<file path="src/gpio_pkg.sv">
// package: register map, field layout and carriers for the third port block
package gpio_pkg;

  // register byte offsets on the apb bus
  localparam logic [11:0] data_off = 12'h000;
  localparam logic [11:0] direction_off = 12'h004;
  localparam logic [11:0] latch_off = 12'h008;
  localparam logic [11:0] open_drain_off = 12'h00C;
  localparam logic [11:0] periph_ctrl_off = 12'h010;

  // reset values
  localparam logic [7:0] direction_reset = 8'hFF;
  localparam logic [7:0] latch_reset = 8'h00;
  localparam logic [3:0] open_drain_reset = 4'h0;
  localparam logic [1:0] periph_ctrl_reset = 2'h0;
  localparam logic [31:0] unmapped_read = 32'h00000000;

  // open-drain control field positions
  localparam int od_unit_one = 0;
  localparam int od_unit_two = 1;
  localparam int od_sync_serial = 2;
  localparam int od_async_serial = 3;

  // peripheral control field positions
  localparam int pc_osc_enable = 0;
  localparam int pc_pwm_release = 1;

  // pin positions
  localparam int pin_zero = 0;
  localparam int pin_one = 1;
  localparam int pin_two = 2;
  localparam int pin_sck = 3;
  localparam int pin_sdo = 5;
  localparam int pin_tx = 6;

  // one peripheral's claim on a pin
  typedef struct packed {
    logic active;
    logic force_out;
    logic data;
  } periph_drive_type;

  // pad-side carrier for the eight pins
  typedef struct packed {
    logic [7:0] out;
    logic [7:0] out_en_n;
  } pad_drive_type;

endpackage

</file>
<file path="src/pin_sync.sv">
// two-stage synchroniser for one schmitt-buffered port pin
`timescale 1ns/1ns
module pin_sync (
  // clock and reset
  input wire logic pclk,
  input wire logic presetn,
  // pin in, sampled level out
  input wire logic pin_in,
  output logic level
);

  typedef struct packed {
    logic meta;
    logic stable;
  } sync_state_type;

  sync_state_type state;
  sync_state_type next_state;

  always_comb begin
    next_state.meta = pin_in;
    next_state.stable = state.meta;
  end

  always_ff @(posedge pclk or negedge presetn) begin
    if (!presetn) begin
      state <= '0;
    end else begin
      state <= next_state;
    end
  end

  assign level = state.stable;

endmodule // pin_sync

</file>
<file path="src/third_port.sv">
// eight-pin general purpose port with peripheral overrides and apb registers
//
// Contract
// - eight bidirectional pins, each with its own direction bit and latch bit
// - pins two to seven are purely digital, no analogue function
// - each pin input is schmitt-sampled; data register reads the sampled level
// - open-drain bit makes peripheral-driven pin drive low only, float high
// - pin select bit chooses second compare unit mapping; 1 puts it on pin one
// - an active serial peripheral forces pin output or input regardless of direction bit; compare units drive only at direction 0
// - any device reset makes every pin a digital input; an active serial unit still sets the direction of its own pins
// - direction register reads stored bits, never the effective direction
// - direction 1 means input, 0 means output; 0xCF makes pins four, five outputs
// - pin zero clocks secondary timer only while secondary oscillator disabled
// - direction 0: compare output beats latch; direction 1: pin feeds capture
// - pwm channel a output beats port data; shutdown may release it to float
// - secondary oscillator input on pin one makes it analogue, direction ignored
`timescale 1ns/1ns
module third_port (
  // apb slave
  input wire logic pclk,
  input wire logic presetn,
  input wire logic psel,
  input wire logic penable,
  input wire logic pwrite,
  input wire logic [11:0] paddr,
  input wire logic [31:0] pwdata,
  output logic [31:0] prdata,
  output logic pready,
  output logic pslverr,
  // strap sampled after reset release
  input wire logic second_compare_pin_select,
  // pads
  input wire logic [7:0] pin_in,
  output logic [7:0] pin_out,
  output logic [7:0] pin_oe_n,
  output logic pin_one_analog,
  // compare units: output claims and pwm shutdown
  input wire gpio_pkg::periph_drive_type enhanced_compare_unit_one,
  input wire gpio_pkg::periph_drive_type enhanced_compare_unit_two,
  input wire logic pwm_shutdown_one,
  input wire logic pwm_shutdown_two,
  output logic unit_one_capture,
  output logic unit_two_capture,
  // serial units
  input wire gpio_pkg::periph_drive_type sync_serial_clock,
  input wire gpio_pkg::periph_drive_type sync_serial_data,
  input wire gpio_pkg::periph_drive_type async_serial_unit,
  // secondary oscillator and timer clock
  output logic secondary_osc_enabled,
  output logic secondary_clock_input
);

  // ------------------------------------------------------------
  // state
  // ------------------------------------------------------------
  typedef struct packed {
    logic [7:0] third_port_direction;
    logic [7:0] third_port_output_latch;
    logic [3:0] open_drain_control;
    logic [1:0] periph_ctrl;
    logic strap_taken;
    logic compare_pin_sel;
    logic [31:0] rdata;
  } port_state_type;

  port_state_type state;
  port_state_type next_state;

  logic [7:0] pin_level;
  logic wr_en;
  logic rd_en;
  logic unit_two_on_pin_one;
  gpio_pkg::pad_drive_type pad;

  // ------------------------------------------------------------
  // input sampling
  // ------------------------------------------------------------
  // schmitt buffer is in the pad; here both flops keep metastability out
  genvar g;
  generate
    for (g = 0; g < 8; g++) begin : gen_sync
      pin_sync u_sync (
        .pclk(pclk),
        .presetn(presetn),
        .pin_in(pin_in[g]),
        .level(pin_level[g])
      );
    end
  endgenerate

  // ------------------------------------------------------------
  // apb decode
  // ------------------------------------------------------------
  // zero-wait slave: access phase always completes in one cycle
  assign pready = 1'b1;
  assign wr_en = psel && penable && pwrite;
  assign rd_en = psel && !penable && !pwrite;

  always_comb begin
    next_state = state;
    // strap caught once, one clock after reset release
    if (!state.strap_taken) begin
      next_state.strap_taken = 1'b1;
      next_state.compare_pin_sel = second_compare_pin_select;
    end
    if (wr_en) begin
      case (paddr)
        gpio_pkg::data_off: begin
          next_state.third_port_output_latch = pwdata[7:0];
        end
        gpio_pkg::latch_off: begin
          next_state.third_port_output_latch = pwdata[7:0];
        end
        gpio_pkg::direction_off: begin
          next_state.third_port_direction = pwdata[7:0];
        end
        gpio_pkg::open_drain_off: begin
          next_state.open_drain_control = pwdata[3:0];
        end
        gpio_pkg::periph_ctrl_off: begin
          next_state.periph_ctrl = pwdata[1:0];
        end
        default: begin
          next_state.periph_ctrl = state.periph_ctrl;
        end
      endcase
    end
    // read data captured in setup so it is stable through the access phase
    if (rd_en) begin
      case (paddr)
        gpio_pkg::data_off: next_state.rdata = {24'h000000, pin_level};
        gpio_pkg::direction_off: begin
          next_state.rdata = {24'h000000, state.third_port_direction};
        end
        gpio_pkg::latch_off: begin
          next_state.rdata = {24'h000000, state.third_port_output_latch};
        end
        gpio_pkg::open_drain_off: next_state.rdata = {28'h0000000, state.open_drain_control};
        gpio_pkg::periph_ctrl_off: next_state.rdata = {30'h00000000, state.periph_ctrl};
        default: next_state.rdata = gpio_pkg::unmapped_read;
      endcase
    end
  end

  always_ff @(posedge pclk or negedge presetn) begin
    if (!presetn) begin
      state.third_port_direction <= gpio_pkg::direction_reset;
      state.third_port_output_latch <= gpio_pkg::latch_reset;
      state.open_drain_control <= gpio_pkg::open_drain_reset;
      state.periph_ctrl <= gpio_pkg::periph_ctrl_reset;
      state.strap_taken <= 1'b0;
      state.compare_pin_sel <= 1'b1;
      state.rdata <= gpio_pkg::unmapped_read;
    end else begin
      state <= next_state;
    end
  end

  assign prdata = state.rdata;
  assign pslverr = 1'b0;

  // ------------------------------------------------------------
  // pin mux
  // ------------------------------------------------------------
  assign secondary_osc_enabled = state.periph_ctrl[gpio_pkg::pc_osc_enable];
  assign unit_two_on_pin_one = state.compare_pin_sel;
  assign pin_one_analog = secondary_osc_enabled;

  // plain port, then peripheral overrides by pin
  always_comb begin
    pad.out = state.third_port_output_latch;
    pad.out_en_n = state.third_port_direction;
    // pin zero: oscillator owns it when running
    if (secondary_osc_enabled) begin
      pad.out_en_n[gpio_pkg::pin_zero] = 1'b1;
    end
    // pin one: oscillator wins over everything, direction ignored
    if (secondary_osc_enabled) begin
      pad.out_en_n[gpio_pkg::pin_one] = 1'b1;
    end else if (unit_two_on_pin_one && enhanced_compare_unit_two.active
                 && !state.third_port_direction[gpio_pkg::pin_one]) begin
      pad.out[gpio_pkg::pin_one] = enhanced_compare_unit_two.data;
      pad.out_en_n[gpio_pkg::pin_one] =
        (pwm_shutdown_two && state.periph_ctrl[gpio_pkg::pc_pwm_release]) ||
        (state.open_drain_control[gpio_pkg::od_unit_two]
         && enhanced_compare_unit_two.data);
    end
    // pin two: first compare unit
    if (enhanced_compare_unit_one.active
        && !state.third_port_direction[gpio_pkg::pin_two]) begin
      pad.out[gpio_pkg::pin_two] = enhanced_compare_unit_one.data;
      pad.out_en_n[gpio_pkg::pin_two] =
        (pwm_shutdown_one && state.periph_ctrl[gpio_pkg::pc_pwm_release]) ||
        (state.open_drain_control[gpio_pkg::od_unit_one]
         && enhanced_compare_unit_one.data);
    end
    // serial clock and data: peripheral sets direction itself
    if (sync_serial_clock.active) begin
      pad.out[gpio_pkg::pin_sck] = sync_serial_clock.data;
      pad.out_en_n[gpio_pkg::pin_sck] = !sync_serial_clock.force_out ||
        (state.open_drain_control[gpio_pkg::od_sync_serial]
         && sync_serial_clock.data);
    end
    if (sync_serial_data.active) begin
      pad.out[gpio_pkg::pin_sdo] = sync_serial_data.data;
      pad.out_en_n[gpio_pkg::pin_sdo] = !sync_serial_data.force_out ||
        (state.open_drain_control[gpio_pkg::od_sync_serial]
         && sync_serial_data.data);
    end
    if (async_serial_unit.active) begin
      pad.out[gpio_pkg::pin_tx] = async_serial_unit.data;
      pad.out_en_n[gpio_pkg::pin_tx] = !async_serial_unit.force_out ||
        (state.open_drain_control[gpio_pkg::od_async_serial]
         && async_serial_unit.data);
    end
  end

  // pins two..seven carry no analogue path; only pin one has the flag
  assign pin_out = pad.out;
  assign pin_oe_n = pad.out_en_n;

  // capture inputs only meaningful with direction bit at input
  assign unit_one_capture = pin_level[gpio_pkg::pin_two]
    & state.third_port_direction[gpio_pkg::pin_two];
  assign unit_two_capture = pin_level[gpio_pkg::pin_one]
    & state.third_port_direction[gpio_pkg::pin_one]
    & unit_two_on_pin_one & !secondary_osc_enabled;

  // timer clock gated off while the oscillator runs
  assign secondary_clock_input = pin_level[gpio_pkg::pin_zero]
    & !secondary_osc_enabled;

endmodule // third_port

</file>
<file path="config.mk">
export PLATFORM = sky130hd
export DESIGN_NAME = third_port
export DESIGN_NICKNAME = d
export VERILOG_FILES = /design/src/gpio_pkg.sv /design/src/pin_sync.sv /design/src/third_port.sv
export SDC_FILE = /design/constraint.sdc
export NUM_CORES = 1
export LEC_CHECK = 0
export ABC_AREA = 1
export BUFFER_PORTS_ARGS = -buffer_cell sky130_fd_sc_hd__clkbuf_2
export CORE_AREA = 2 2 112 103
export DETAILED_ROUTE_END_ITERATION = 12
export DIE_AREA = 0 0 114 105
export PLACE_DENSITY = 0.51
export SLEW_MARGIN = 20
export SYNTH_ARGS = -nofsm -noshare
export SYNTH_HDL_FRONTEND = slang
export SYNTH_SLANG_ARGS = --single-unit
export TNS_END_PERCENT = 10
</file>
<file path="constraint.sdc">
create_clock -name pclk -period 1.2 [get_ports pclk]
set_input_delay 0.12 -clock pclk [delete_from_list [all_inputs] [get_ports pclk]]
set_output_delay 0.12 -clock pclk [all_outputs]
set_load 0.005 [all_outputs]
</file>
# [After elaboration in Yosys (flattened, before gate mapping)]
# Index checks and enable logic that the tools add are counted.
[op_classes] n_addsub=0 n_mul=0 div=0 n_lt_le_gt_ge=0 eq_ne=4 shifts=0 mux=14 bitwise=5 reduce_logical=33
[op_table] op="$pmux 8 s5" count=1
[op_table] op="$eq 12x4->1 const B" count=2
[op_table] op="$logic_and 1x1->1" count=14
[op_table] op="$mux 1" count=13
[op_table] op="$eq 12x3->1 const B" count=1
[op_table] op="$eq 12x5->1 const B" count=1
[op_table] op="$logic_not 12->1" count=1
[op_table] op="$logic_not 1->1" count=8
[op_table] op="$reduce_and 2->1" count=4
[op_table] op="$and 1x1->1" count=5
[op_table] op="$logic_or 1x1->1" count=5
[op_table] op="$reduce_or 2->1" count=1
[word_totals] ff_bits=72 latchBits=0 mem_bits_rw=0 romBits=0 in_bits=75 out_inout_bits=55 elab_cells=79 n_memories=0

# [Logic depth before layout (Yosys ltp)]
[depth] word_depth=4 mapped_depth=9 mapped_depth_nobuf=7

# [Hierarchy]
# A second synthesis with hierarchy kept.
[unflattened] cells_unflattened=300 hier_area_um2=2586.2
[modules_own_cells] mod="third_port" instances=1 cells_per_inst=284 area_per_inst_um2=2185.8 seq_area_each_um2=812.0
[modules_own_cells] mod="pin_sync" instances=8 cells_per_inst=2 area_per_inst_um2=50.0 seq_area_each_um2=50.0

# [Least setup slack after synthesis]
# No wires, ideal clock.
[synth_path] kind="input-to-reg" startpoint="in paddr[11]" endpoint="reg state (netlist bit pin_out[7])" setup_time_ns=0.118 t_arrival_ns=0.905 t_required_ns=1.082 slack_ns=0.177 cell_stages=7 path_buffers=1 cell_sequence="nor2_1 nand2_1 nor2_4 nand4_2 buf_6 nand2_1 o21ai_2"
[synth_between] elab_chain_len=3 word_cells_on_any_way=4 classes_between="1 x eq/ne; 3 x reduce/logical"
[synth_rtl] item="from (decl)" line="third_port.sv:25" source="input wire logic [11:0] paddr,"
[synth_rtl] item="$eq 12x4->1 or $logic_not 12->1 (tied branches)" line="third_port.sv:107" source="case (paddr)"
[synth_rtl] item="$reduce_or 2->1 (no line) *"
[synth_rtl] item="$reduce_and 2->1 (no line) *"
[synth_rtl] item="to (signal assigned)" line="third_port.sv:155" source="state <= next_state;"
[synth_rtl] item="to (decl)" line="third_port.sv:66" source="port_state_type state;"
# Every way passes the cells marked *; elsewhere a longest branch is shown, timed or not.
# A chain may end at the register's enable or synchronous reset.

# [Final worst setup path]
[layout_path] startpoint="reg state (netlist bit unit_two_on_pin_one)" endpoint="out pin_out[1]"
[layout_between] elab_chain_len=4
[layout_rtl] item="$logic_and 1x1->1" line="third_port.sv:180" source="end else if (unit_two_on_pin_one && enhanced_compare_unit_two.active"
[layout_rtl] item="$logic_and 1x1->1" line="third_port.sv:181" source="&& !state.third_port_direction[gpio_pkg::pin_one]) begin"
[layout_rtl] item="$mux 1" line="third_port.sv:180"
[layout_rtl] item="$mux 1" line="third_port.sv:178" source="if (secondary_osc_enabled) begin"
[layout_rtl] item="to (decl)" line="third_port.sv:34" source="output logic [7:0] pin_out,"
# No other way between the ends.

==> run summary <==
status = complete, but fails checks
failing checks = setup timing
GRT Total Usage = 10.9%
Final Non-Filler Cells = 521
gr ovfl total = 0
largest net degree at the start of global routing = 49
Net Sw Frac = 22.6%
vias in the first global route = 2062
worst setup margin = -0.183 ns
Clock power frac = 43.9%
post-synthesis sequential area ratio = 45.9%
Via density = 4.03
Mapped Area = 0.00264 sq mm
Final period util = 115%
core area = 0.0107 sq mm
RePlAce Congestion = 0.780
Cells after DPL = 502
Die H = 105 um
critical path endpoint category = output pin
Ys Warns = 0
Synth top area share = 36.9%
count leader, synth = nand2_1
Post-synth ARST share = 100%
syn avg cell area = 8.93 sq um
die area = 0.0120 sq mm
max-slew violations = 0
DRT antenna net count = 0
worst path required time = 1.08 ns
Clk Latency, worst-skew pair = 0.28 ns
dpl hpwl = 4870 um
Nets = 462
Flop pwr share = 46.3%
top_reg_cell synth = dfrtp_1
initial antenna violation count = 0
CP startpoint kind = flop
Clock Pin Slew Worst Setup and Hold Paths = 0.06 ns
cell taking the most area after synthesis = dfrtp_1
Static Leak = 1.78 nW
CTS Buf Count = 5
Final min period = 1.38 ns
clk buf depth = 2
Post-Route Skew = 0.00425 ns
final core utilization = 31.7%
Max stage delay on crit path = 0.54 ns
vias post-DR = 2102
FILL cells = 1121
first-pass GRT wire length = 10300 um
Crit Path Max Fanout = 2
Yosys cell types = 33
critical path class = flop to output pin
Initial Util = 24.7%
RSZ-0062 raised after global routing = true
H-Tree Depth = 2
Root Driver = clkbuf_16
post-DR wirelength/cell = 12.0 um
fmax = 723 MHz
IO Count = 130
diode count = 0
combinational power share = 9.8%
CP arrival = 1.26 ns
routed wire length = 6270 um
CTS tree = built
VDD IR max = 0.559 mV
Horiz. Die Dim = 114 um
CP max stage cell = dfstp_2
Core Rows = 36
#FFs+latches synth = 48
internal power = 2.82 mW
hold violation count in the final report = 0
Post-synth top cells = nand2_1 (64), buf_4 (40), dfrtp_1 (39)
Cells after Synth = 296
P&R area growth vs syn = 28.6%
Worst Hold Class = input port to flop
net switching power = 824 uW
layout cells sized above 1 = 42.0%
Port Buffers = 77
DRC violations left = 0
initial DRC count = 107
maxcap violations = 0
number of enable flip-flop cells after synthesis = 0
final setup fails = 9
CTS Sinks = 48
CP Cell Sequence = nand2_2, inv_2, nand3_2, mux2i_1, inv_1, clkbuf_2
P per Cell Area = 1070 mW/mm^2
synth top area cells = dfrtp_1 (37%), buf_4 (11%), nand2_1 (9.1%)
1st-pass router iterations = 4
==> cell families after synthesis <==
kind of cell | after synthesis | share of synthesized area, %
and+or+nand+nor | 134 | 25.2
buffers and inverters | 77 | 18.2
DFF | 48 | 45.9
AOI/OAI and AO/OA | 32 | 9.28
muxes | 3 | 1.23
other | 2 | 0.284
==> power by group through the flow <==
| stage | logic [mW] | registers, mW | clock network, mW |
|---|---|---|---|
| finish | 0.356 | 1.68 | 1.60 |
| global route | 0.404 | 1.69 | 1.72 |
| CTS | 0.361 | 1.68 | 1.65 |
| detailed placement | 0.323 | 1.72 | 0 |
| global placement | 0.318 | 1.71 | 0 |
| floorplan | 0.206 | 1.71 | 0 |
==> metal layers <==
layer	GRT usage (%)	vias to the layer above	wire length, um
li1	-	1080	-
met4	2.35	0	17
met2	18.4	69	2970
met3	1.80	2	235
met5	0	-	0
met1	14.6	951	3040
==> layout by cell type (no fill, tap or decap), drive strengths merged <==
cell type and n:
a22o 2, dfstp 9, or2 1, dlygate4sd3 9, clkinv 2, buf 22, nor3 2, nand4 7
o21ai 22, clkbuf 79, bufinv 1, nor2 18, a21oi 4, o221ai 2, dfrtp 39, conb 27
inv 31, a31oi 2, mux2 2, mux2i 1, nand2 68, nand3 38
==> area by class of cell <==
| type | count | area, sq um | area share, % |
|---|---|---|---|
| Clock inverter | 3 | 47.5 | 1.40 |
| Clock buffer | 5 | 125 | 3.68 |
| Multi-Input combinational cell | 196 | 1070 | 31.5 |
| Tap cell | 133 | 166 | 4.90 |
| Sequential cell | 48 | 1210 | 35.7 |
| Inverter | 31 | 119 | 3.50 |
| Timing Repair Buffer | 105 | 656 | 19.3 |
==> stage by stage <==
step                hold slack, ns  total power, mW  setup WS (ns)  TNS (ns)  instance area, sq um
floorplan                   -0.176             1.91          0.177         0                  2740
finish                      0.0636             3.64         -0.183    -0.715                  3400
detailed placement           0.129             2.04        -0.0744    -0.657                  3090
global placement             0.126             2.03        -0.0559    -0.427                  3090
CTS                         0.0642             3.70         -0.194    -0.835                  3390
global route                0.0702             3.81         -0.250     -1.23                  3400
==> worst paths after layout <==
check                                            startpoint                               end  slack (ns)  depth (start not counted)
max in group asynchronous                           presetn                         state[50]        0.56                          3
hold reg to reg            gen_sync[1].u_sync.next_state[0]          gen_sync[1].u_sync.level        0.35                          0
setup reg to reg                                  state[49]                         prdata[1]        0.18                          5
setup / recovery                        unit_two_on_pin_one                        pin_out[1]       -0.18                          6
hold / removal                                    pwdata[7]                       pin_oe_n[7]        0.06                          3
min in group asynchronous                           presetn  gen_sync[7].u_sync.next_state[0]        0.35                          3
==> state kept, by name (all words and copies together) (netlist names) <==
signal / flops
prdata: 8
state: 17
gen_sync.u_sync.next_state: 8
gen_sync.u_sync.level: 8
unit_two_on_pin_one: 1
pin_out: 3
pin_one_analog: 1
pin_oe_n: 2
==> critical path: cells and delay by family, from the launching register on <==
family                 cells  cell delay [ns]
and+or+nand+nor            2             0.11
DFF                        1             0.54
muxes                      1             0.14
buffers and inverters      3             0.20
==> repair_timing <==
item | in CTS | in global routing
resized for setup | 9 | 6
pin swaps | 2 | 0
endpoints found under the hold margin | 47 | 0
setup endpoints to repair | 9 | 11
buffers inserted | 2 | 0
hold buffers | 9 | 0
gates cloned | 0 | 0
No activity file was read; power rests on OpenSTA's default activity.
